## config.mk

```make
export PLATFORM = sky130hd
export DESIGN_NAME = fsotc_host
export DESIGN_NICKNAME = d
export VERILOG_FILES = /design/src/fsotc_pkg.sv /design/src/fsotc_rst_sync.sv /design/src/fsotc_pin_cycle.sv /design/src/fsotc_host.sv
export SDC_FILE = /design/constraint.sdc
export NUM_CORES = 1
export LEC_CHECK = 0
export BUFFER_PORTS_ARGS = -buffer_cell sky130_fd_sc_hd__buf_2
export CORE_MARGIN = 1
export CORE_UTILIZATION = 30
export CTS_CLUSTER_SIZE = 24
export DETAILED_ROUTE_END_ITERATION = 8
export HOLD_SLACK_MARGIN = 0.15
export SYNTH_ARGS = -nofsm -noshare
export SYNTH_HDL_FRONTEND = slang
export SYNTH_SLANG_ARGS = --single-unit
```

## constraint.sdc

```tcl
create_clock -name clk_sys_in -period 20.9 [get_ports clk_sys_in]
set_clock_uncertainty 0.05 [all_clocks]
set_input_delay 3.135 -clock clk_sys_in [delete_from_list [all_inputs] [get_ports clk_sys_in]]
set_output_delay 3.135 -clock clk_sys_in [all_outputs]
set_load 0.01 [all_outputs]
```

## src/fsotc_pkg.sv

```systemverilog
// Constants shared by the feature-set host controller and its helpers.
// Assumes an 8-bit asynchronous flash bus and a 100 MHz system clock.
package fsotc_pkg;

  // Flash command bytes.
  localparam logic [7:0] CMD_SET_FEAT  = 8'hEF;
  localparam logic [7:0] CMD_GET_FEAT  = 8'hEE;
  localparam logic [7:0] CMD_STATUS    = 8'h70;
  localparam logic [7:0] CMD_READ      = 8'h00;
  localparam logic [7:0] CMD_PROG      = 8'h80;
  localparam logic [7:0] CMD_PROG_GO   = 8'h10;
  localparam logic [7:0] CMD_RESET     = 8'hFF;

  // Feature addresses and mode values.
  localparam logic [7:0] FA_MODE       = 8'h90;
  localparam logic [7:0] FA_LOCK       = 8'hA0;
  localparam logic [7:0] MODE_NORMAL   = 8'h00;
  localparam logic [7:0] MODE_OTP      = 8'h01;
  localparam logic [7:0] MODE_OTP_PROT = 8'h03;
  localparam logic [7:0] LOCK_RESET    = 8'h38;
  localparam logic [7:0] LOCK_RSVD_MSK = 8'hC0;
  localparam int         LOCK_SOLID    = 0;

  // Secure page window and partial program budget.
  localparam logic [7:0] OTP_PAGE_LO   = 8'h02;
  localparam logic [7:0] OTP_PAGE_HI   = 8'h1F;
  localparam logic [3:0] OTP_PROG_MAX  = 4'h8;
  localparam int         ADDR_CYCLES   = 4;

  // Software register offsets (byte addresses).
  localparam logic [7:0] REG_CMD       = 8'h00;
  localparam logic [7:0] REG_FADDR     = 8'h04;
  localparam logic [7:0] REG_PARAM     = 8'h08;
  localparam logic [7:0] REG_PAGE      = 8'h0C;
  localparam logic [7:0] REG_RESULT    = 8'h10;
  localparam logic [7:0] REG_DEVSTAT   = 8'h14;

  // Timing: clock period and busy-flag settle time.
  localparam int         CLK_PERIOD_NS = 10;
  localparam int         T_WB_NS       = 100;
  localparam int         WB_CYC        = (T_WB_NS + CLK_PERIOD_NS - 1)
                                         / CLK_PERIOD_NS;

  // Software operations written to the command register.
  typedef enum logic [3:0] {
    OP_SET_FEAT    = 4'h0,
    OP_GET_FEAT    = 4'h1,
    OP_OTP_ENTER   = 4'h2,
    OP_OTP_EXIT    = 4'h3,
    OP_OTP_PROTECT = 4'h4,
    OP_OTP_PROG    = 4'h5,
    OP_RESET       = 4'h6
  } fsotc_op_t;

  // Kinds of sequence step.
  typedef enum logic [2:0] {
    STEP_CMD, STEP_ADDR, STEP_WR, STEP_RD, STEP_STAT, STEP_WAIT, STEP_END
  } fsotc_step_t;

  // Kinds of single bus cycle.
  typedef enum logic [1:0] {
    CYC_CMD, CYC_ADDR, CYC_WR, CYC_RD
  } fsotc_cyc_t;

endpackage : fsotc_pkg

```

## src/fsotc_rst_sync.sv

```systemverilog
// Reset release synchroniser for the feature-set host controller.
// Assumes an active-low asynchronous reset from outside the clock domain.
`timescale 1ns/1ps
module fsotc_rst_sync (
  input  wire logic clk_in,    // system clock
  input  wire logic rst_b_in,  // raw reset, active low
  output logic      rst_b_out  // synchronised reset, active low
);
  logic meta_r;

  // Assertion is immediate; release waits two edges to avoid metastability.
  always_ff @(posedge clk_in or negedge rst_b_in) begin
    if (!rst_b_in) begin
      meta_r    <= 1'b0;
      rst_b_out <= 1'b0;
    end else begin
      meta_r    <= 1'b1;
      rst_b_out <= meta_r;
    end
  end
endmodule : fsotc_rst_sync

```

## src/fsotc_pin_cycle.sv

```systemverilog
// One command, address, data-in or data-out cycle on the flash pins.
// Assumes the caller holds chip enable low and starts one cycle at a time.
`timescale 1ns/1ps
module fsotc_pin_cycle #(
  parameter int SETUP = 2,  // cycles before the strobe falls
  parameter int PULSE = 4,  // cycles the strobe stays low
  parameter int HOLD  = 2   // cycles after the strobe rises
) (
  input  wire logic       clk_in,      // system clock
  input  wire logic       rst_b_in,    // synchronised reset, active low
  input  wire logic       start_in,    // pulse: begin a cycle
  input  wire logic [1:0] kind_in,     // fsotc_cyc_t of the cycle
  input  wire logic [7:0] byte_in,     // byte to drive
  input  wire logic [7:0] io_in,       // raw data pins
  output logic            cle_out,     // command latch enable
  output logic            ale_out,     // address latch enable
  output logic            we_b_out,    // write strobe, active low
  output logic            re_b_out,    // read strobe, active low
  output logic [7:0]      io_out,      // data pins driven value
  output logic            io_oe_out,   // high while driving data pins
  output logic            done_out,    // pulse: cycle finished
  output logic [7:0]      rd_byte_out  // byte captured on a read
);
  localparam int TOTAL = SETUP + PULSE + HOLD;
  localparam int CW    = $clog2(TOTAL + 1);

  // A strobe shorter than three clocks ends before the synchronised pin
  // value is available, so such timing is refused at elaboration.
  if (PULSE < 3 || SETUP < 1 || HOLD < 1) begin : g_bad_timing
    $error("pin cycle timing cannot cover the input synchroniser");
  end

  logic          busy_r;
  logic [CW-1:0] cnt_r;
  logic [1:0]    kind_r;
  logic [7:0]    io_meta_r;
  logic [7:0]    io_sync_r;

  wire strobe_w  = busy_r && cnt_r >= CW'(SETUP) && cnt_r < CW'(SETUP + PULSE);
  wire capture_w = busy_r && cnt_r == CW'(SETUP + PULSE - 1);
  wire last_w    = busy_r && cnt_r == CW'(TOTAL - 1);
  wire is_rd_w   = kind_r == fsotc_pkg::CYC_RD;

  assign cle_out   = busy_r && kind_r == fsotc_pkg::CYC_CMD;
  assign ale_out   = busy_r && kind_r == fsotc_pkg::CYC_ADDR;
  assign we_b_out  = !(strobe_w && !is_rd_w);
  assign re_b_out  = !(strobe_w && is_rd_w);
  assign io_oe_out = busy_r && !is_rd_w;
  assign done_out  = last_w;

  always_ff @(posedge clk_in or negedge rst_b_in) begin
    if (!rst_b_in) begin
      busy_r      <= 1'b0;
      cnt_r       <= '0;
      kind_r      <= 2'h0;
      io_out      <= 8'h00;
      io_meta_r   <= 8'h00;
      io_sync_r   <= 8'h00;
      rd_byte_out <= 8'h00;
    end else begin
      io_meta_r <= io_in;
      io_sync_r <= io_meta_r;
      if (start_in && !busy_r) begin
        busy_r <= 1'b1;
        cnt_r  <= '0;
        kind_r <= kind_in;
        io_out <= byte_in;
      end else if (last_w) begin
        busy_r <= 1'b0;
      end else if (busy_r) begin
        cnt_r <= cnt_r + CW'(1);
      end
      // Read data is sampled late in the strobe so the two-stage pin
      // synchroniser has carried a settled value.
      if (capture_w && is_rd_w)
        rd_byte_out <= io_sync_r;
    end
  end
endmodule : fsotc_pin_cycle

```

## src/fsotc_host.sv

```systemverilog
// Host controller that drives feature set, feature get and secure-page
// operations into an asynchronous 8-bit flash over its pins.
// Assumes a 100 MHz clock and a plain software register port.
//
// The strobed register port was decided locally.
`timescale 1ns/1ps
module fsotc_host (
  input  wire logic        clk_sys_in,   // system clock, 100 MHz
  input  wire logic        rst_b_in,     // reset, active low, asynchronous
  input  wire logic [7:0]  addr_in,      // register byte address
  input  wire logic [31:0] wdata_in,     // register write data
  input  wire logic        wr_in,        // write strobe
  input  wire logic        rd_in,        // read strobe
  output logic      [31:0] rdata_out,    // read data, cycle after rd_in
  output logic             ce_b_out,     // flash chip enable, active low
  output logic             cle_out,      // flash command latch enable
  output logic             ale_out,      // flash address latch enable
  output logic             we_b_out,     // flash write strobe, active low
  output logic             re_b_out,     // flash read strobe, active low
  output logic             wp_b_out,     // flash write protect, active low
  output logic      [7:0]  io_out,       // flash data pins, driven value
  output logic             io_oe_out,    // high while driving data pins
  input  wire logic [7:0]  io_in,        // flash data pins, sensed value
  input  wire logic        rb_b_in       // flash ready/busy, low is busy
);
  logic rst_b;

  fsotc_rst_sync u_rst (
    .clk_in    (clk_sys_in),
    .rst_b_in  (rst_b_in),
    .rst_b_out (rst_b)
  );

  typedef enum logic [2:0] {
    ST_IDLE, ST_STEP, ST_BUS, ST_WB, ST_RB
  } fsotc_state_t;

  localparam int WBW = $clog2(fsotc_pkg::WB_CYC + 1);

  fsotc_state_t  state_r;
  logic [4:0]    idx_r;
  logic [3:0]    op_r;
  logic [7:0]    faddr_r;
  logic [31:0]   param_r;
  logic [7:0]    page_r;
  logic [31:0]   result_r;
  logic [7:0]    stat_r;
  logic [7:0]    mode_r;
  logic [7:0]    lock_r;
  logic          err_r;
  logic [1:0]    rd_cnt_r;
  logic [WBW-1:0] wb_cnt_r;
  logic          rb_meta_r;
  logic          rb_sync_r;
  logic          start_r;
  logic [1:0]    kind_r;
  logic [7:0]    byte_r;
  logic [3:0]    prog_cnt_r [0:31];
  logic          cyc_done;
  logic [7:0]    cyc_rd;

  // Sequence step for an operation: step kind and the byte it carries.
  function automatic logic [10:0] step_of(input logic [3:0] op,
                                          input logic [4:0] i,
                                          input logic [7:0] fa,
                                          input logic [31:0] pb,
                                          input logic [7:0] pg);
    logic [2:0] k;
    logic [7:0] b;
    k = fsotc_pkg::STEP_END;
    b = 8'h00;
    if (op == fsotc_pkg::OP_GET_FEAT) begin
      if (i == 5'd0) begin k = fsotc_pkg::STEP_CMD; b = fsotc_pkg::CMD_GET_FEAT; end
      else if (i == 5'd1) begin k = fsotc_pkg::STEP_ADDR; b = fa; end
      else if (i == 5'd2) k = fsotc_pkg::STEP_WAIT;
      else if (i == 5'd3) begin k = fsotc_pkg::STEP_CMD; b = fsotc_pkg::CMD_STATUS; end
      else if (i == 5'd4) k = fsotc_pkg::STEP_STAT;
      else if (i == 5'd5) begin k = fsotc_pkg::STEP_CMD; b = fsotc_pkg::CMD_READ; end
      else if (i <= 5'd9) k = fsotc_pkg::STEP_RD;
    end else if (op == fsotc_pkg::OP_OTP_PROG) begin
      if (i == 5'd0) begin k = fsotc_pkg::STEP_CMD; b = fsotc_pkg::CMD_PROG; end
      else if (i <= 5'(fsotc_pkg::ADDR_CYCLES)) begin
        k = fsotc_pkg::STEP_ADDR;
        b = (i == 5'd3) ? pg : 8'h00;
      end else if (i <= 5'd8) begin
        k = fsotc_pkg::STEP_WR;
        b = pb[8*(i-5'd5) +: 8];
      end
      else if (i == 5'd9) begin k = fsotc_pkg::STEP_CMD; b = fsotc_pkg::CMD_PROG_GO; end
      else if (i == 5'd10) k = fsotc_pkg::STEP_WAIT;
      else if (i == 5'd11) begin k = fsotc_pkg::STEP_CMD; b = fsotc_pkg::CMD_STATUS; end
      else if (i == 5'd12) k = fsotc_pkg::STEP_STAT;
    end else if (op == fsotc_pkg::OP_RESET) begin
      if (i == 5'd0) begin k = fsotc_pkg::STEP_CMD; b = fsotc_pkg::CMD_RESET; end
      else if (i == 5'd1) k = fsotc_pkg::STEP_WAIT;
      else if (i == 5'd2) begin k = fsotc_pkg::STEP_CMD; b = fsotc_pkg::CMD_STATUS; end
      else if (i == 5'd3) k = fsotc_pkg::STEP_STAT;
    end else begin
      if (i == 5'd0) begin k = fsotc_pkg::STEP_CMD; b = fsotc_pkg::CMD_SET_FEAT; end
      else if (i == 5'd1) begin k = fsotc_pkg::STEP_ADDR; b = fa; end
      else if (i <= 5'd5) begin k = fsotc_pkg::STEP_WR; b = pb[8*(i-5'd2) +: 8]; end
      else if (i == 5'd6) k = fsotc_pkg::STEP_WAIT;
      else if (i == 5'd7) begin k = fsotc_pkg::STEP_CMD; b = fsotc_pkg::CMD_STATUS; end
      else if (i == 5'd8) k = fsotc_pkg::STEP_STAT;
      else if (op == fsotc_pkg::OP_OTP_PROTECT) begin
        if (i == 5'd9) begin k = fsotc_pkg::STEP_CMD; b = fsotc_pkg::CMD_PROG; end
        else if (i <= 5'd13) k = fsotc_pkg::STEP_ADDR;
        else if (i == 5'd14) begin k = fsotc_pkg::STEP_CMD; b = fsotc_pkg::CMD_PROG_GO; end
        else if (i == 5'd15) k = fsotc_pkg::STEP_WAIT;
        else if (i == 5'd16) begin k = fsotc_pkg::STEP_CMD; b = fsotc_pkg::CMD_STATUS; end
        else if (i == 5'd17) k = fsotc_pkg::STEP_STAT;
      end
    end
    return {k, b};
  endfunction : step_of

  // Parameter bytes fixed by the mode operations.
  // entry, exit, protect
  wire [31:0] pb_w =
    (op_r == fsotc_pkg::OP_OTP_ENTER)   ? {24'h0, fsotc_pkg::MODE_OTP} :
    (op_r == fsotc_pkg::OP_OTP_EXIT)    ? {24'h0, fsotc_pkg::MODE_NORMAL} :
    (op_r == fsotc_pkg::OP_OTP_PROTECT) ? {24'h0, fsotc_pkg::MODE_OTP_PROT} :
    param_r;
  wire [7:0]  fa_w = (op_r == fsotc_pkg::OP_SET_FEAT ||
                      op_r == fsotc_pkg::OP_GET_FEAT) ? faddr_r
                                                      : fsotc_pkg::FA_MODE;
  wire [10:0] step_w = step_of(op_r, idx_r, fa_w, pb_w, page_r);
  wire [2:0]  skind_w = step_w[10:8];
  wire [7:0]  sbyte_w = step_w[7:0];

  // Checks on a software request before anything reaches the pins.
  wire [3:0]  req_op_w  = wdata_in[3:0];
  wire        cmd_wr_w  = wr_in && addr_in == fsotc_pkg::REG_CMD;
  wire        fa_ok_w   = faddr_r == fsotc_pkg::FA_MODE ||
                          faddr_r == fsotc_pkg::FA_LOCK;
  // reserved lock bits, solid lock held
  wire        lock_ok_w = faddr_r != fsotc_pkg::FA_LOCK ||
                          ((param_r[7:0] & fsotc_pkg::LOCK_RSVD_MSK) == 8'h00
                           && !lock_r[fsotc_pkg::LOCK_SOLID]);
  // page window, OTP mode only (refused in normal or protected mode), budget
  wire        pg_ok_w   = page_r >= fsotc_pkg::OTP_PAGE_LO &&
                          page_r <= fsotc_pkg::OTP_PAGE_HI &&
                          mode_r == fsotc_pkg::MODE_OTP &&
                          prog_cnt_r[page_r[4:0]] < fsotc_pkg::OTP_PROG_MAX;
  wire        req_ok_w  =
    (req_op_w == fsotc_pkg::OP_SET_FEAT)    ? (fa_ok_w && lock_ok_w) :
    (req_op_w == fsotc_pkg::OP_GET_FEAT)    ? fa_ok_w :
    (req_op_w == fsotc_pkg::OP_OTP_PROG)    ? pg_ok_w :
    (req_op_w <= fsotc_pkg::OP_RESET);
  wire        accept_w  = cmd_wr_w && state_r == ST_IDLE && req_ok_w;
  wire        refuse_w  = cmd_wr_w && !(state_r == ST_IDLE && req_ok_w);
  wire        busy_w    = state_r != ST_IDLE;
  wire        finish_w  = state_r == ST_STEP && skind_w == fsotc_pkg::STEP_END;

  // Register read decode.
  wire [31:0] rd_mux_w =
    (addr_in == fsotc_pkg::REG_CMD)     ? {8'h0, lock_r, mode_r, 5'h0,
                                           err_r, rb_sync_r, busy_w} :
    (addr_in == fsotc_pkg::REG_FADDR)   ? {24'h0, faddr_r} :
    (addr_in == fsotc_pkg::REG_PARAM)   ? param_r :
    (addr_in == fsotc_pkg::REG_PAGE)    ? {24'h0, page_r} :
    (addr_in == fsotc_pkg::REG_RESULT)  ? result_r :
    (addr_in == fsotc_pkg::REG_DEVSTAT) ? {24'h0, stat_r} : 32'h0;

  assign ce_b_out = !busy_w;
  assign wp_b_out = 1'b1;

  fsotc_pin_cycle u_cyc (
    .clk_in      (clk_sys_in),
    .rst_b_in    (rst_b),
    .start_in    (start_r),
    .kind_in     (kind_r),
    .byte_in     (byte_r),
    .io_in       (io_in),
    .cle_out     (cle_out),
    .ale_out     (ale_out),
    .we_b_out    (we_b_out),
    .re_b_out    (re_b_out),
    .io_out      (io_out),
    .io_oe_out   (io_oe_out),
    .done_out    (cyc_done),
    .rd_byte_out (cyc_rd)
  );

  // Software-facing registers.
  always_ff @(posedge clk_sys_in or negedge rst_b) begin
    if (!rst_b) begin
      faddr_r   <= 8'h00;
      param_r   <= 32'h0;
      page_r    <= 8'h00;
      rdata_out <= 32'h0;
      err_r     <= 1'b0;
    end else begin
      rdata_out <= rd_in ? rd_mux_w : 32'h0;
      if (wr_in && !busy_w) begin
        if (addr_in == fsotc_pkg::REG_FADDR)
          faddr_r <= wdata_in[7:0];
        else if (addr_in == fsotc_pkg::REG_PARAM)
          param_r <= wdata_in;
        else if (addr_in == fsotc_pkg::REG_PAGE)
          page_r <= wdata_in[7:0];
      end
      if (refuse_w)
        err_r <= 1'b1;
      else if (accept_w)
        err_r <= 1'b0;
    end
  end

  // Ready/busy pin synchroniser.
  always_ff @(posedge clk_sys_in or negedge rst_b) begin
    if (!rst_b) begin
      rb_meta_r <= 1'b0;
      rb_sync_r <= 1'b0;
    end else begin
      rb_meta_r <= rb_b_in;
      rb_sync_r <= rb_meta_r;
    end
  end

  // Sequencer: walks the step list one bus cycle or wait at a time.
  always_ff @(posedge clk_sys_in or negedge rst_b) begin
    if (!rst_b) begin
      state_r  <= ST_IDLE;
      idx_r    <= 5'h0;
      op_r     <= 4'h0;
      start_r  <= 1'b0;
      kind_r   <= 2'h0;
      byte_r   <= 8'h00;
      wb_cnt_r <= '0;
      rd_cnt_r <= 2'h0;
      result_r <= 32'h0;
      stat_r   <= 8'h00;
    end else begin
      start_r <= 1'b0;
      case (state_r)
        ST_IDLE: begin
          if (accept_w) begin
            op_r     <= req_op_w;
            idx_r    <= 5'h0;
            rd_cnt_r <= 2'h0;
            state_r  <= ST_STEP;
          end
        end
        ST_STEP: begin
          byte_r <= sbyte_w;
          if (skind_w == fsotc_pkg::STEP_END) begin
            state_r <= ST_IDLE;
          end else if (skind_w == fsotc_pkg::STEP_WAIT) begin
            wb_cnt_r <= '0;
            state_r  <= ST_WB;
          end else begin
            start_r <= 1'b1;
            state_r <= ST_BUS;
            if (skind_w == fsotc_pkg::STEP_CMD)
              kind_r <= fsotc_pkg::CYC_CMD;
            else if (skind_w == fsotc_pkg::STEP_ADDR)
              kind_r <= fsotc_pkg::CYC_ADDR;
            else if (skind_w == fsotc_pkg::STEP_WR)
              kind_r <= fsotc_pkg::CYC_WR;
            else
              kind_r <= fsotc_pkg::CYC_RD;
          end
        end
        ST_BUS: begin
          if (cyc_done) begin
            // status byte to stat_r; read bytes fill result_r, low byte first
            if (skind_w == fsotc_pkg::STEP_STAT) begin
              stat_r <= cyc_rd;
            end else if (skind_w == fsotc_pkg::STEP_RD) begin
              result_r[8*rd_cnt_r +: 8] <= cyc_rd;
              rd_cnt_r <= rd_cnt_r + 2'h1;
            end
            idx_r   <= idx_r + 5'h1;
            state_r <= ST_STEP;
          end
        end
        ST_WB: begin
          if (wb_cnt_r == WBW'(fsotc_pkg::WB_CYC))
            state_r <= ST_RB;
          else
            wb_cnt_r <= wb_cnt_r + WBW'(1);
        end
        default: begin
          // ready seen on the busy pin
          if (rb_sync_r) begin
            idx_r   <= idx_r + 5'h1;
            state_r <= ST_STEP;
          end
        end
      endcase
    end
  end

  // Shadows of the flash feature state, kept for software and checks.
  always_ff @(posedge clk_sys_in or negedge rst_b) begin
    if (!rst_b) begin
      mode_r <= fsotc_pkg::MODE_NORMAL;
      lock_r <= fsotc_pkg::LOCK_RESET;
    end else if (finish_w) begin
      // flash reset leaves shadows alone; reserved writes ignored
      if (op_r == fsotc_pkg::OP_SET_FEAT && faddr_r == fsotc_pkg::FA_MODE)
        mode_r <= param_r[7:0];
      else if (op_r == fsotc_pkg::OP_SET_FEAT &&
               faddr_r == fsotc_pkg::FA_LOCK)
        lock_r <= param_r[7:0];
      else if (op_r == fsotc_pkg::OP_OTP_ENTER)
        mode_r <= fsotc_pkg::MODE_OTP;
      else if (op_r == fsotc_pkg::OP_OTP_EXIT)
        mode_r <= fsotc_pkg::MODE_NORMAL;
      else if (op_r == fsotc_pkg::OP_OTP_PROTECT)
        mode_r <= fsotc_pkg::MODE_OTP_PROT;
      else if (op_r == fsotc_pkg::OP_GET_FEAT &&
               faddr_r == fsotc_pkg::FA_MODE)
        mode_r <= result_r[7:0];
      else if (op_r == fsotc_pkg::OP_GET_FEAT &&
               faddr_r == fsotc_pkg::FA_LOCK)
        lock_r <= result_r[7:0];
    end
  end

  // partial program count per secure page
  always_ff @(posedge clk_sys_in or negedge rst_b) begin
    if (!rst_b) begin
      for (int p = 0; p < 32; p++)
        prog_cnt_r[p] <= 4'h0;
    end else if (accept_w && req_op_w == fsotc_pkg::OP_OTP_PROG) begin
      prog_cnt_r[page_r[4:0]] <= prog_cnt_r[page_r[4:0]] + 4'h1;
    end
  end
endmodule : fsotc_host

```

## After elaboration in Yosys (flattened, before gate mapping)

Index checks and enable logic that the tools add are counted.

- Input port bits: 53
- Output and inout port bits: 47
- Logic and storage cells: 355
- Register bits after elaboration: 337

- Reduce and logical (&&, ||, !) cells: 72
- Add/subtract/negate cells: 8
- Bitwise logic cells: 8
- Magnitude comparators: 13
- Shifts and indexed selects: 4
- Eq/ne operators: 61
- Multiplexer cells: 129

Operator list:

| operator | number |
|---|---|
| $mux W32 | 9 |
| $mux W8 | 32 |
| $bwmux W128 | 1 |
| $mux W3 | 35 |
| $mux W7 | 11 |
| $shiftx A32 B33 Y8 | 2 |
| $mux W4 | 9 |
| $eq A5 B4 Y1 const B | 7 |
| $neg A5 Y34 | 1 |
| $shift A8 B34 Y32 const A | 1 |
| $shiftx A8 B34 Y32 | 1 |
| $bwmux W32 | 1 |
| $logic_and A1 B1 Y1 | 29 |
| $eq A4 B3 Y1 const B | 6 |
| $bmux W4 S5 | 1 |
| $demux W4 S5 | 1 |
| $eq A5 B3 Y1 const B | 4 |
| $mux W2 | 10 |
| $ne A2 B2 Y1 const B | 10 |
| $reduce_and A4 Y1 | 5 |
| $eq A8 B4 Y1 const B | 2 |
| $eq A8 B5 Y1 const B | 2 |
| $eq A8 B8 Y1 const B | 2 |
| $logic_not A8 Y1 | 2 |
| other kinds (52) | 111 |

## Longest topological paths before layout

Gate-level depths: netlist of the first run.

- Depth after elaboration: 22
- Mapped depth: 13
- Depth with buffers taken out: 11

## Cells and area by module

From an unflattened synthesis of the first run, not the netlist that was laid out.

- Cell total of the unflattened synthesis: 1510
- Area total of the unflattened synthesis: 17511.8 um^2

By module, submodules not included:

| module | cells an instance | times used | sequential area each (um^2) | area an instance (um^2) |
|---|---|---|---|---|
| fsotc_host | 1394 | 1 | 7410.9 | 16034.1 |
| fsotc_pin_cycle | 113 | 1 | 975.9 | 1423.9 |
| fsotc_rst_sync | 3 | 1 | 50.0 | 53.8 |

## Least setup slack after synthesis of the first run

OpenSTA, ideal clock, no wires.

- Kind: input to register
- Start point: in addr_in[1]
- End point: reg prog_cnt_r[49] (netlist bit)
- Arrival time: 5165 ps
- Stages on the path: 9
- Slack: 15560 ps
- Library setup time: 125 ps
- Path buffers: 1
- Cells stage by stage: nor3_1 -> nand3b_1 -> nor3_1 -> nand3_1 -> o22ai_2 -> nand3_2 -> buf_6 -> nor3_4 -> mux2_2

- Cells in the longest elaborated chain, start to end: 5

Ends and longest elaborated chain:

| element | RTL line | text |
|---|---|---|
| start: declaration | fsotc_host.sv:10 | `input wire logic [7:0] addr_in,` |
| $logic_not A8 Y1 | fsotc_host.sv:133 | `wire cmd_wr_w = wr_in && addr_in == fsotc_pkg::REG_CMD;` |
| $logic_and A1 B1 Y1 | fsotc_host.sv:133 |  |
| $logic_and A1 B1 Y1 (2 in a row) | fsotc_host.sv:150 | `wire accept_w = cmd_wr_w && state_r == ST_IDLE && req_ok_w;` |
| $logic_and A1 B1 Y1 | fsotc_host.sv:327 | `end else if (accept_w && req_op_w == fsotc_pkg::OP_OTP_PROG) begin` |
| end signal: indexed assignment | fsotc_host.sv:328 | `prog_cnt_r[page_r[4:0]] <= prog_cnt_r[page_r[4:0]] + 4'h1;` |
| end: declaration | fsotc_host.sv:58 | `logic [3:0] prog_cnt_r [0:31];` |

Every way passes these cells.
A chain may end at the register's enable or synchronous reset.

==> results_tabular.tex, run 1 <==
\begin{tabular}{lr}
\hline
Metric & Value \\
\hline
\multicolumn{2}{l}{\textbf{Placed design}} \\
\quad Weighted congestion reported at the end of routability-driven placement & about 0.91 \\
\quad Post-detail-place hpwl & 34800 um \\
\quad Area after detailed placement & 18100 sq um \\
\quad Placed Cells incl. Taps & 2319 \\
\quad Post-place setup slack & roughly 15 ns \\
\quad Input/output buffers & between 90 and 100 \\
\multicolumn{2}{l}{\textbf{Cells and area}} \\
\quad Nets & about 1700 \\
\quad Area growth from synthesis to layout & 15.0\% \\
\quad Layout Cells excl Fill & 2389 \\
\quad Area of all placed cells without fillers & slightly below 20000 sq um \\
\quad Share of final-layout standard cells stronger than drive strength 1 & a little under a quarter \\
\multicolumn{2}{l}{\textbf{Detailed routing}} \\
\quad Via count & about 13000 \\
\quad TritonRoute pass-1 iters & 8 \\
\quad Number of design-rule violations left by the first detailed-router iteration & between 1000 and 1500 \\
\quad Via density & 5.28 \\
\quad Average wire length per cell after detail routing & about 21 um \\
\quad DRC viols & 0 \\
\quad Count of nets left with antenna violations after detail routing & 0 \\
\quad Routed wire length & 49800 um \\
\multicolumn{2}{l}{\textbf{Worst setup path}} \\
\quad Maximum net fanout on the critical path & 13 \\
\quad Slowest cell on the critical path & sky130\_fd\_sc\_hd\_\_and3\_1 \\
\quad Required @ worst endpoint & between 20 and 25 ns \\
\quad Delay-heaviest family, CP & simple AND/OR/NAND/NOR gates \\
\quad Arrival @ worst endpoint & 6.13 ns \\
\quad Register-to-register setup slack & 16.27 ns \\
\quad Crit path buf inv count & 1 \\
\quad Setup CP Type & input port to flop \\
\quad FF-to-FF Start & idx\_r[1] \\
\quad Logic depth of the worst register-to-register path & 10 \\
\quad Type of element launching the critical path & input port \\
\quad Critical path cell sequence & buf\_2 > nor3\_1 > nand3b\_1 > nor3\_2 > nand3\_1 > a31oi\_1 > and3\_1 > nand3\_2 > mux2\_2 \\
\quad Endpoint kind of the worst setup timing path & flop \\
\quad Reg-to-Reg End & lock\_r[2] \\
\quad Largest stage delay on the critical path & about 0.8 ns \\
\multicolumn{2}{l}{\textbf{Clocking}} \\
\quad Hold-fix buffers, CTS & 0 \\
\quad Clock Tree Buf Depth & 3 \\
\quad Count of H-tree levels built during CTS & 2 \\
\quad Clock root buffer & sky130\_fd\_sc\_hd\_\_clkbuf\_16 \\
\quad Register clock-pin slew on the reported worst setup and hold paths & 0.06 ns \\
\quad Clock sink count & 337 \\
\quad Buffers inserted during post-CTS setup optimization & 0 \\
\quad Later-pin clock latency in the skew report & 0.57 ns \\
\quad Number of buffers created by CTS & 38 \\
\quad TritonCTS clock tree & done \\
\quad Cts repair resizes & 0 \\
\multicolumn{2}{l}{\textbf{Floorplanning}} \\
\quad Area inside the core boundary & 55400 sq um \\
\quad Die boundary width & 240 um \\
\quad Die height & 240 um \\
\quad Die Outline Area & $\sim$57000 sq um \\
\quad Number of rows in the core area & 86 \\
\quad Count of pins on the block boundary & 100 \\
\quad Effective utilization at floorplan & 30.6\% \\
\multicolumn{2}{l}{\textbf{STA}} \\
\quad Number of pins exceeding their max-slew limit in the final report & 0 \\
\quad Setup TNS & 0 ns \\
\quad Total count of hold-check failures in the final report & 0 \\
\quad Highest Clock Rate & 0.175 GHz \\
\quad Worst max-slew margin expressed relative to the limit & 21.1\% \\
\quad Final count of negative-setup-slack endpoints & 0 \\
\quad Final setup slack of the worst path & approximately 15 ns \\
\quad Worst Tran Pin Value & around 1.2 ns \\
\quad Setup repair after global routing missed its margin & false \\
\quad Ratio of final minimum period to clock period & between 20\% and 30\% \\
\quad Tmin final & 5.72 ns \\
\multicolumn{2}{l}{\textbf{Global routing}} \\
\quad Initial antenna violation count & 3 \\
\quad Largest net degree at the start of global routing & $\sim$190 \\
\quad Global route total overflow & 0 \\
\quad Via count of the first global-routing pass & about 13000 \\
\quad Combined global-route utilization of all metal layers & around 18\% \\
\quad Wire length of the first global-routing pass & 77000 um \\
\multicolumn{2}{l}{\textbf{Hold path}} \\
\quad HP Class & flop to asynchronous set/reset pin \\
\multicolumn{2}{l}{\textbf{Logic synthesis}} \\
\quad Top cells by count, synth & sky130\_fd\_sc\_hd\_\_dfrtp\_1 (334), sky130\_fd\_sc\_hd\_\_nand2\_1 (151), sky130\_fd\_sc\_hd\_\_mux2\_2 (126) \\
\quad Synth top area cells & sky130\_fd\_sc\_hd\_\_dfrtp\_1 (49\%), sky130\_fd\_sc\_hd\_\_mux2\_2 (8.4\%), sky130\_fd\_sc\_hd\_\_mux2i\_1 (5.2\%), sky130\_fd\_sc\_hd\_\_mux4\_2 (4.3\%), sky130\_fd\_sc\_hd\_\_nand2\_1 (3.3\%) \\
\quad Synth warnings & 0 \\
\quad Count of flip-flops with a built-in enable after synthesis & 0 \\
\quad Sequential area share after synthesis & roughly 50\% \\
\quad Share of synthesized flip-flops with an asynchronous set or reset & 100\% \\
\quad Dominant cell by count in the synthesized netlist & sky130\_fd\_sc\_hd\_\_dfrtp\_1 \\
\quad Cell count after synthesis & $\sim$1500 \\
\quad Distinct cell type count after synthesis & slightly below 90 \\
\quad Cell type contributing the most total cell area after synthesis & sky130\_fd\_sc\_hd\_\_dfrtp\_1 \\
\quad Area share of the largest cell type after synthesis & around 50\% \\
\quad Netlist Area Pre-Place & 16900 sq um \\
\quad Mean Syn Cell Area & 11.0 sq um \\
\quad Synthesized flop and latch total & 337 \\
\quad Top FF cell, synth & sky130\_fd\_sc\_hd\_\_dfrtp\_1 \\
\multicolumn{2}{l}{\textbf{Outcome}} \\
\quad Status & completed \\
\multicolumn{2}{l}{\textbf{Flow run}} \\
\quad Max\_cap viols & 0 \\
\multicolumn{2}{l}{\textbf{Pwr}} \\
\quad Power density of the placed cells & approximately 80 nW/um\^{}2 \\
\quad Static Leakage & 8.93 nW \\
\quad Maximum vdd drop & 0.0000597 V \\
\hline
\end{tabular}
[worst reg2reg max path: stages (launching register included)]
cell and delay [ns]:
sky130_fd_sc_hd__dfrtp_1 0.82, sky130_fd_sc_hd__inv_1 0.33, sky130_fd_sc_hd__ha_1 0.31, sky130_fd_sc_hd__nor2b_1 0.20
sky130_fd_sc_hd__and2_0 0.54, sky130_fd_sc_hd__o21ai_1 0.34, sky130_fd_sc_hd__o2111ai_1 0.20, sky130_fd_sc_hd__o211ai_2 0.50
sky130_fd_sc_hd__nand3_2 0.17, sky130_fd_sc_hd__nor4b_4 0.64, sky130_fd_sc_hd__mux2_2 0.41
[cell usage in the layout, fill, tap and decap left out, drive strengths merged, types with 6 or more instances in the layout]
cell type | Yosys | routed
o21bai | 24 | 24
and2 | 7 | 7
nand2b | 13 | 13
nor4b | 6 | 6
nand3b | 8 | 8
nor3b | 8 | 8
a21oi | 43 | 43
a222oi | 16 | 16
ha | 22 | 22
o31ai | 9 | 9
a31oi | 16 | 16
nand2 | 151 | 151
mux2i | 88 | 88
o21ai | 107 | 107
inv | 80 | 82
nor3 | 38 | 38
and3 | 6 | 6
mux4 | 32 | 32
mux2 | 127 | 127
dfrtp | 334 | 334
clkinv | 0 | 8
o221ai | 7 | 7
nand4 | 15 | 15
o211ai | 7 | 7
nand3 | 48 | 48
a211oi | 12 | 12
nor2 | 88 | 88
nor2b | 37 | 37
o41ai | 7 | 7
clkbuf | 52 | 49
a22oi | 11 | 11
buf | 41 | 120
[metal layers]
metal / global-route usage [%] / vias up / wire [um]
li1: - / 5684 / -
met4: 5.85 / 2 / 1240
met2: 27.9 / 455 / 23200
met1: 24.3 / 6396 / 22100
met5: 0 / - / 10
met3: 2.81 / 83 / 3220
[through the flow]
step	hold slack, ns	total power, mW	utilization (%)
floorplan	0.281	0.837	-
global placement	0.170	0.902	32.8
detailed placement	0.177	0.907	32.8
CTS	0.180	1.63	35.2
global route	0.199	1.68	35.2
finish	0.156	1.61	35.2
[area by class of cell]
| type | count | area, sq um |
|---|---|---|
| fillers | 5506 | 35900 |
| diodes | 3 | 7.51 |
| clock inverters | 18 | 256 |
| inverters | 80 | 300 |
| multi-input cells | 1034 | 7800 |
| clock buffers | 49 | 1070 |
| flip-flops and latches | 337 | 8440 |
| repair buffers | 120 | 668 |
| well taps | 748 | 936 |
[state kept, by name (all words and copies together), names as in the netlist, 32 cells and up]
signal / cells
prog_cnt_r: 128
param_r: 32
rdata_out: 32
result_r: 32
[report_power, final]
part,internal (mW),switching (mW)
logic,0.0663,0.123
clock network,0.427,0.283
registers,0.676,0.0303
[cells by family after synthesis]
logic type	after synthesis	synth area share, %
DFF	337	49.8
adders and majority gates	22	1.62
muxes	247	17.9
buffers and inverters	173	4.33
other	1	0.0221
and+or+nand+nor	445	13.5
AOI/OAI and AO/OA	309	12.3
xor gates and xnor gates	9	0.465
[how the worst max path moves through the flow]
stage	cells after the start	start	slack, ns	endpoint
finish	9	addr_in[1]	15.18	stat_r[5]
global route	9	addr_in[1]	14.98	stat_r[3]
CTS	9	addr_in[1]	15.21	stat_r[2]
detailed placement	9	addr_in[1]	14.60	stat_r[3]
global placement	9	addr_in[1]	14.67	stat_r[4]
floorplan	0	u_rst.rst_b_out	10.77	byte_r[0]
(Power assumes the default switching activity.)
==> inputs of run 2 (changes only) <==
ABC_AREA = 1   (was unset)
clock period = 5.5 ns   (was 20.9 ns; I/O delays follow)
==> results_tabular.tex, run 2 <==
\begin{tabular}{lr}
\hline
Metric & Value \\
\hline
\multicolumn{2}{l}{\textbf{Outcome}} \\
\quad Status & completed \\
\multicolumn{2}{l}{\textbf{Worst setup path}} \\
\quad Required @ worst endpoint & 5.92 ns \\
\quad Type of element launching the critical path & flop \\
\quad Critical path cell sequence & inv\_2 > nor2\_4 > buf\_4 > a22oi\_1 > nand2\_1 > a22o\_1 > nor2\_1 > nand2\_4 > nand3\_2 > xor2\_4 > buf\_12 > o21bai\_2 \\
\quad Arrival @ worst endpoint & between 4 and 5 ns \\
\quad Endpoint kind of the worst setup timing path & flop \\
\quad Setup CP Type & flop to flop \\
\quad Crit path buf inv count & 3 \\
\quad Slowest cell on the critical path & sky130\_fd\_sc\_hd\_\_xor2\_4 \\
\quad Register-to-register setup slack & $\sim$1.5 ns \\
\quad Delay-heaviest family, CP & simple AND/OR/NAND/NOR gates \\
\quad Maximum net fanout on the critical path & 32 \\
\quad Largest stage delay on the critical path & 0.67 ns \\
\multicolumn{2}{l}{\textbf{Logic synthesis}} \\
\quad Mean Syn Cell Area & roughly 8.9 sq um \\
\quad Share of synthesized flip-flops with an asynchronous set or reset & 100\% \\
\quad Distinct cell type count after synthesis & 64 \\
\quad Area share of the largest cell type after synthesis & 48.4\% \\
\quad Synth top area cells & sky130\_fd\_sc\_hd\_\_dfrtp\_1 (48\%), sky130\_fd\_sc\_hd\_\_nand2\_1 (11\%), sky130\_fd\_sc\_hd\_\_o21ai\_1 (4.0\%), sky130\_fd\_sc\_hd\_\_nand3\_4 (3.1\%), sky130\_fd\_sc\_hd\_\_a22oi\_1 (3.1\%) \\
\quad Netlist Area Pre-Place & 17300 sq um \\
\quad Synthesized flop and latch total & 337 \\
\quad Count of flip-flops with a built-in enable after synthesis & 0 \\
\quad Top cells by count, synth & sky130\_fd\_sc\_hd\_\_nand2\_1 (489), sky130\_fd\_sc\_hd\_\_dfrtp\_1 (334), sky130\_fd\_sc\_hd\_\_o21ai\_1 (137) \\
\quad Sequential area share after synthesis & 48.9\% \\
\quad Cell count after synthesis & 1938 \\
\quad Synth warnings & 0 \\
\quad Top FF cell, synth & sky130\_fd\_sc\_hd\_\_dfrtp\_1 \\
\quad Dominant cell by count in the synthesized netlist & sky130\_fd\_sc\_hd\_\_nand2\_1 \\
\quad Cell type contributing the most total cell area after synthesis & sky130\_fd\_sc\_hd\_\_dfrtp\_1 \\
\multicolumn{2}{l}{\textbf{Detailed routing}} \\
\quad Via count & around 14000 \\
\quad Routed wire length & 50300 um \\
\quad Via density & about 5 \\
\quad Count of nets left with antenna violations after detail routing & 0 \\
\quad Number of design-rule violations left by the first detailed-router iteration & 1155 \\
\quad TritonRoute pass-1 iters & 6 \\
\quad Average wire length per cell after detail routing & between 15 and 20 um \\
\quad DRC viols & 0 \\
\multicolumn{2}{l}{\textbf{STA}} \\
\quad Number of pins exceeding their max-slew limit in the final report & 0 \\
\quad Hold\_ws & 0.259 ns \\
\quad Worst max-slew margin expressed relative to the limit & 30.1\% \\
\quad Ratio of final minimum period to clock period & about three quarters \\
\quad Final setup slack of the worst path & 1.47 ns \\
\quad Tmin final & 4.03 ns \\
\quad Setup repair after global routing missed its margin & false \\
\quad Worst Tran Pin Value & between 1 and 1.5 ns \\
\quad Final count of negative-setup-slack endpoints & 0 \\
\quad Total count of hold-check failures in the final report & 0 \\
\quad Setup TNS & 0 ns \\
\quad Highest Clock Rate & between 0.2 and 0.25 GHz \\
\multicolumn{2}{l}{\textbf{Pwr}} \\
\quad Sequential group share of total power & 39.0\% \\
\quad Portion of total power attributed to the clock network & a little over a third \\
\quad Total Power Consumption & just over 7 mW \\
\quad Maximum vdd drop & 0.000213 V \\
\quad Psw & 2.55 mW \\
\quad Switching Share & 35.0\% \\
\quad Internal power & 4.73 mW \\
\quad Static Leakage & 9.04 nW \\
\quad Power density of the placed cells & 369 nW/um\^{}2 \\
\quad Fraction of power consumed by combinational cells & about a quarter \\
\multicolumn{2}{l}{\textbf{Placed design}} \\
\quad Post-place setup slack & $\sim$1.2 ns \\
\quad Post-detail-place hpwl & 36200 um \\
\quad Input/output buffers & 98 \\
\quad Weighted congestion reported at the end of routability-driven placement & 0.941 \\
\multicolumn{2}{l}{\textbf{Global routing}} \\
\quad Wire length of the first global-routing pass & 79900 um \\
\quad Via count of the first global-routing pass & 13850 \\
\quad Global route total overflow & 0 \\
\quad Combined global-route utilization of all metal layers & 17.2\% \\
\quad Largest net degree at the start of global routing & 145 \\
\quad Initial antenna violation count & 2 \\
\multicolumn{2}{l}{\textbf{Clocking}} \\
\quad Clock sink count & 337 \\
\quad Count of H-tree levels built during CTS & 2 \\
\quad Later-pin clock latency in the skew report & 0.59 ns \\
\quad TritonCTS clock tree & done \\
\quad Clock Tree Buf Depth & 3 \\
\quad Clock root buffer & sky130\_fd\_sc\_hd\_\_clkbuf\_16 \\
\quad Number of buffers created by CTS & 38 \\
\quad Buffers inserted during post-CTS setup optimization & 0 \\
\quad Register clock-pin slew on the reported worst setup and hold paths & 0.06 ns \\
\multicolumn{2}{l}{\textbf{Cells and area}} \\
\quad Multi-input combinational cell area & 7760 sq um \\
\quad Flip-flop and latch area & 8440 sq um \\
\quad Share of final-layout standard cells stronger than drive strength 1 & 17.1\% \\
\quad Nets & between 2000 and 2500 \\
\quad Commonest non-fill, non-tap cells in the layout & sky130\_fd\_sc\_hd\_\_nand2\_1 (489), sky130\_fd\_sc\_hd\_\_dfrtp\_1 (333), sky130\_fd\_sc\_hd\_\_o21ai\_1 (137), sky130\_fd\_sc\_hd\_\_inv\_1 (128), sky130\_fd\_sc\_hd\_\_nor2\_1 (103) \\
\quad Area growth from synthesis to layout & 14.1\% \\
\quad Fillers & around 5800 \\
\quad Largest reg by FF count & prog\_cnt\_r \\
\quad Most common cell after layout, fill and taps aside & sky130\_fd\_sc\_hd\_\_nand2\_1 \\
\quad Count of inserted antenna diode cells & 0 \\
\quad Final core utilization & about a third \\
\quad Flip-flop count of the largest register, all copies and words added & 128 \\
\multicolumn{2}{l}{\textbf{Floorplanning}} \\
\quad Die boundary width & 242 um \\
\quad Count of pins on the block boundary & 100 \\
\quad Die height & 242 um \\
\quad Area inside the core boundary & between 50000 and 60000 sq um \\
\quad Effective utilization at floorplan & roughly 30\% \\
\quad Number of rows in the core area & 87 \\
\quad Die Outline Area & between 50000 and 60000 sq um \\
\multicolumn{2}{l}{\textbf{Hold path}} \\
\quad HP Class & flop to asynchronous set/reset pin \\
\multicolumn{2}{l}{\textbf{Flow run}} \\
\quad Max\_cap viols & 0 \\
\hline
\end{tabular}
run 2: cell types whose count changed in the layout (fill, tap and decap cells not counted), moves of 24 or more:
cell	previous run	this run
sky130_fd_sc_hd__o21ai_1	4	137
sky130_fd_sc_hd__mux2_2	126	23
sky130_fd_sc_hd__nand3_4	0	31
sky130_fd_sc_hd__nand3_1	45	79
sky130_fd_sc_hd__mux2i_1	88	2
sky130_fd_sc_hd__o21bai_2	0	30
sky130_fd_sc_hd__mux4_2	32	0
sky130_fd_sc_hd__a21oi_1	43	95
sky130_fd_sc_hd__o21bai_1	24	0
sky130_fd_sc_hd__nor2b_1	37	0
sky130_fd_sc_hd__a22oi_1	11	71
sky130_fd_sc_hd__inv_1	80	128
sky130_fd_sc_hd__nand2_1	151	489
run 2: metrics by stage:
step | area [sq um] | instances
2_1_floorplan | 17300 | 1939
3_3_place_gp | 18400 | 2724
3_5_place_dp | 18400 | 2724
4_1_cts | 19700 | 2794
5_1_grt | 19700 | 2794
6_report | 19700 | 2794
run 2: cell families (layout without fill, tap and decap cells):
kind of cell | Yosys count | after routing | synth area share, %
AOI/OAI and AO/OA | 510 | 510 | 18.3
xor gates and xnor gates | 6 | 6 | 0.348
adders and majority gates | 22 | 22 | 1.59
buffers and inverters | 234 | 333 | 6.43
DFF | 337 | 337 | 48.9
muxes | 25 | 25 | 1.62
other | 1 | 2 | 0.0217
and+or+nand+nor | 803 | 803 | 22.8
run 2: area by class of cell:
cell class | count | area share, %
Timing Repair Buffer | 121 | 3.57
Clock inverter | 13 | 0.902
Multi-Input combinational cell | 1368 | 39.4
Sequential cell | 337 | 42.8
Inverter | 143 | 2.75
Clock buffer | 56 | 5.78
Tap cell | 756 | 4.80
run 2: final timing paths:
path / startpoint / end / depth (start not counted)
worst max-delay path: page_r[1] / prog_cnt_r[15] / 12
worst min-delay path: u_rst.rst_b_out / prog_cnt_r[55] / 0
worst max register to register: page_r[1] / prog_cnt_r[15] / 12
worst min register to register: u_rst.rst_b_out / prog_cnt_r[55] / 0
max in group asynchronous: u_rst.rst_b_out / rb_sync_r / 1
min in group clk_sys_in: u_cyc.io_meta_r[3] / u_cyc.io_sync_r[3] / 0
run 2: power by group through the flow:
stage	Clock [mW]	Combinational, mW	Sequential (mW)
finish	2.66	1.78	2.84
global route	2.80	2.00	2.86
CTS	2.71	1.78	2.84
detailed placement	0	1.77	2.88
global placement	0	1.76	2.88
floorplan	0	1.25	2.82
run 2: repair_timing:
item | CTS | global route
hold buffers | 1 | 0
setup endpoints to repair | 0 | 0
gates resized for setup | 0 | 0
hold endpoints to repair | 2 | 0
run 2: routing by layer:
metal | vias up | wire length, um | track usage, %
met5 | - | 23 | 0
met4 | 4 | 1850 | 6.53
met3 | 110 | 2580 | 2.69
met2 | 421 | 23700 | 28.3
met1 | 6698 | 22200 | 22.6
li1 | 6706 | - | -
==> inputs of run 3 (changes only) <==
ABC_AREA = 0   (was 1)
clock period = 3.5 ns   (was 5.5 ns; I/O delays follow)
==> results_tabular.tex, run 3 (synthesized netlist as in run 1, its figures left out) <==
\begin{tabular}{lr}
\hline
Metric & Value \\
\hline
\multicolumn{2}{l}{\textbf{STA}} \\
\quad Setup repair after global routing missed its margin & false \\
\quad Worst Tran Pin Value & 1.04 ns \\
\quad Setup TNS & 0 ns \\
\quad Final setup slack of the worst path & 0.166 ns \\
\quad Final count of negative-setup-slack endpoints & 0 \\
\quad Ratio of final minimum period to clock period & 95.3\% \\
\quad Worst max-slew margin expressed relative to the limit & a little under a third \\
\quad Hold\_ws & 0.179 ns \\
\quad Highest Clock Rate & 0.300 GHz \\
\quad Total count of hold-check failures in the final report & 0 \\
\quad Number of pins exceeding their max-slew limit in the final report & 0 \\
\quad Tmin final & about 3.3 ns \\
\multicolumn{2}{l}{\textbf{Global routing}} \\
\quad Met1 track utilization from global routing & 24.6\% \\
\quad Combined global-route utilization of all metal layers & between 10\% and 20\% \\
\quad Fraction of met2 tracks used by global routing & 29.7\% \\
\quad Initial antenna violation count & 1 \\
\quad Via count of the first global-routing pass & about 13000 \\
\quad Global route total overflow & 0 \\
\quad Wire length of the first global-routing pass & 80200 um \\
\quad GR peak layer & met2 \\
\quad Met3 demand-to-capacity share in global routing & 2.79\% \\
\quad Largest net degree at the start of global routing & 82 \\
\multicolumn{2}{l}{\textbf{Clocking}} \\
\quad Clock sink count & 337 \\
\quad Clock Tree Buf Depth & 3 \\
\quad Later-pin clock latency in the skew report & 0.56 ns \\
\quad TritonCTS clock tree & done \\
\quad Count of H-tree levels built during CTS & 2 \\
\quad Buffers inserted during post-CTS setup optimization & 0 \\
\quad Clock root buffer & sky130\_fd\_sc\_hd\_\_clkbuf\_16 \\
\quad Number of buffers created by CTS & 39 \\
\quad Register clock-pin slew on the reported worst setup and hold paths & 0.06 ns \\
\multicolumn{2}{l}{\textbf{Pwr}} \\
\quad Power density of the placed cells & between 400 and 500 nW/um\^{}2 \\
\quad Total Power Consumption & 9.69 mW \\
\quad Psw & about 2.6 mW \\
\quad Portion of total power attributed to the clock network & 43.7\% \\
\quad Maximum vdd drop & 0.000317 V \\
\quad Static Leakage & 9.39 nW \\
\quad Switching Share & 27.0\% \\
\quad Internal power & $\sim$7.1 mW \\
\quad Fraction of power consumed by combinational cells & between 10 and 15\% \\
\quad Sequential group share of total power & 43.5\% \\
\multicolumn{2}{l}{\textbf{Placed design}} \\
\quad Area after detailed placement & 18700 sq um \\
\quad Weighted congestion reported at the end of routability-driven placement & between 0.9 and 1 \\
\quad Input/output buffers & 98 \\
\quad Post-place setup slack & 0.251 ns \\
\quad Post-detail-place hpwl & 37100 um \\
\quad Placed Cells incl. Taps & 2376 \\
\multicolumn{2}{l}{\textbf{Flow run}} \\
\quad Max\_cap viols & 0 \\
\multicolumn{2}{l}{\textbf{Floorplanning}} \\
\quad Die height & 240 um \\
\quad Number of rows in the core area & 86 \\
\quad Area inside the core boundary & 55400 sq um \\
\quad Die boundary width & $\sim$240 um \\
\quad Effective utilization at floorplan & 30.6\% \\
\quad Count of pins on the block boundary & 100 \\
\quad Die Outline Area & 57400 sq um \\
\multicolumn{2}{l}{\textbf{Outcome}} \\
\quad Status & completed \\
\multicolumn{2}{l}{\textbf{Worst setup path}} \\
\quad Type of element launching the critical path & flop \\
\quad Setup CP Type & flop to flop \\
\quad Register-to-register setup slack & approximately 0.17 ns \\
\quad Required @ worst endpoint & 3.92 ns \\
\quad Largest stage delay on the critical path & between 0.4 and 0.5 ns \\
\quad Endpoint kind of the worst setup timing path & flop \\
\quad Maximum net fanout on the critical path & 11 \\
\quad Arrival @ worst endpoint & 3.75 ns \\
\quad Slowest cell on the critical path & sky130\_fd\_sc\_hd\_\_o41a\_2 \\
\quad Critical path cell sequence & buf\_4 > ha\_1 > nand2b\_1 > a21oi\_1 > a211oi\_1 > a221oi\_2 > o41a\_2 > nor2\_4 > nand4\_4 > mux2i\_1 \\
\multicolumn{2}{l}{\textbf{Hold path}} \\
\quad HP Class & input port to flop \\
\multicolumn{2}{l}{\textbf{Detailed routing}} \\
\quad Via count & 12962 \\
\quad Number of design-rule violations left by the first detailed-router iteration & 1320 \\
\quad DRC viols & 0 \\
\quad TritonRoute pass-1 iters & 6 \\
\quad Average wire length per cell after detail routing & 20.7 um \\
\quad Via density & roughly 5.2 \\
\quad Routed wire length & 51300 um \\
\quad Count of nets left with antenna violations after detail routing & 0 \\
\multicolumn{2}{l}{\textbf{Cells and area}} \\
\quad Layout Cells excl Fill & 2476 \\
\quad Commonest non-fill, non-tap cells in the layout & sky130\_fd\_sc\_hd\_\_dfrtp\_1 (331), sky130\_fd\_sc\_hd\_\_nand2\_1 (151), sky130\_fd\_sc\_hd\_\_mux2\_2 (126), sky130\_fd\_sc\_hd\_\_o21ai\_0 (103), sky130\_fd\_sc\_hd\_\_buf\_2 (98) \\
\quad Largest reg by FF count & prog\_cnt\_r \\
\quad Most common cell after layout, fill and taps aside & sky130\_fd\_sc\_hd\_\_dfrtp\_1 \\
\quad Area of all placed cells without fillers & 20300 sq um \\
\quad Area growth from synthesis to layout & 20.0\% \\
\quad Final core utilization & 36.7\% \\
\quad Share of final-layout standard cells stronger than drive strength 1 & 25.5\% \\
\quad Flip-flop and latch area & 8440 sq um \\
\quad Multi-input combinational cell area & 7800 sq um \\
\quad Nets & 1774 \\
\quad Fillers & 5394 \\
\quad Count of inserted antenna diode cells & 0 \\
\quad Flip-flop count of the largest register, all copies and words added & 128 \\
\hline
\end{tabular}
## run 3: cell count changes in the layout (fill, tap and decap cells not counted), moves of 32 or more
cell | previous run | this run
sky130_fd_sc_hd__a22oi_1 | 71 | 11
sky130_fd_sc_hd__buf_4 | 19 | 70
sky130_fd_sc_hd__mux2i_1 | 2 | 88
sky130_fd_sc_hd__mux2_2 | 23 | 126
sky130_fd_sc_hd__o21ai_1 | 137 | 4
sky130_fd_sc_hd__nand3_1 | 79 | 45
sky130_fd_sc_hd__mux4_2 | 0 | 32
sky130_fd_sc_hd__a21oi_1 | 95 | 43
sky130_fd_sc_hd__nor2b_1 | 0 | 37
sky130_fd_sc_hd__inv_1 | 128 | 80
sky130_fd_sc_hd__nand2_1 | 489 | 151
## run 3: final timing paths
check / from / end / depth (start not counted)
max in group asynchronous: u_rst.rst_b_out / byte_r[4] / 1
min in group asynchronous: rst_b_in / u_rst.rst_b_out / 2
worst min-delay path: wdata_in[17] / param_r[17] / 2
worst max-delay path: idx_r[0] / result_r[14] / 10
worst max register to register: idx_r[0] / result_r[14] / 10
worst min register to register: u_rst.meta_r / u_rst.rst_b_out / 0
## run 3: power by group through the flow
| stage | registers (mW) | clock network [mW] | logic, mW |
|---|---|---|---|
| 2_1_floorplan | 4.25 | 0 | 0.746 |
| 3_3_place_gp | 4.28 | 0 | 1.19 |
| 3_5_place_dp | 4.28 | 0 | 1.21 |
| 4_1_cts | 4.21 | 4.36 | 1.24 |
| 5_1_grt | 4.24 | 4.51 | 1.35 |
| 6_report | 4.22 | 4.24 | 1.24 |
## run 3: layer usage
layer	part of all wire, %	up-vias
li1	-	5870
met1	43	6527
met2	47	460
met3	6.4	103
met4	2.9	2
met5	0.021	-
## run 3: final cells by class
| cell class | instances | share of cell area, % |
|---|---|---|
| sequential | 337 | 41.5 |
| multi-input combinational | 1034 | 38.4 |
| timing repair buffer | 207 | 7.36 |
| clock buffer | 57 | 5.78 |
| tap | 748 | 4.61 |
| inverter | 80 | 1.48 |
| clock inverter | 13 | 0.843 |
## run 3: what timing repair did
item,CTS,global route
hold endpoints to repair,31,0
gates resized for setup,0,0
hold buffers,30,0
## run 3: critical path, delay by kind of cell (launching register included)
family,cells,cell delay [ns]
adder cells (fa/ha/maj),1,0.34
AND/OR/NAND/NOR,3,0.86
buffers and inverters,1,0.20
multiplexers,1,0.24
AO/OA/AOI/OAI,4,1.12
flip-flops,1,0.41
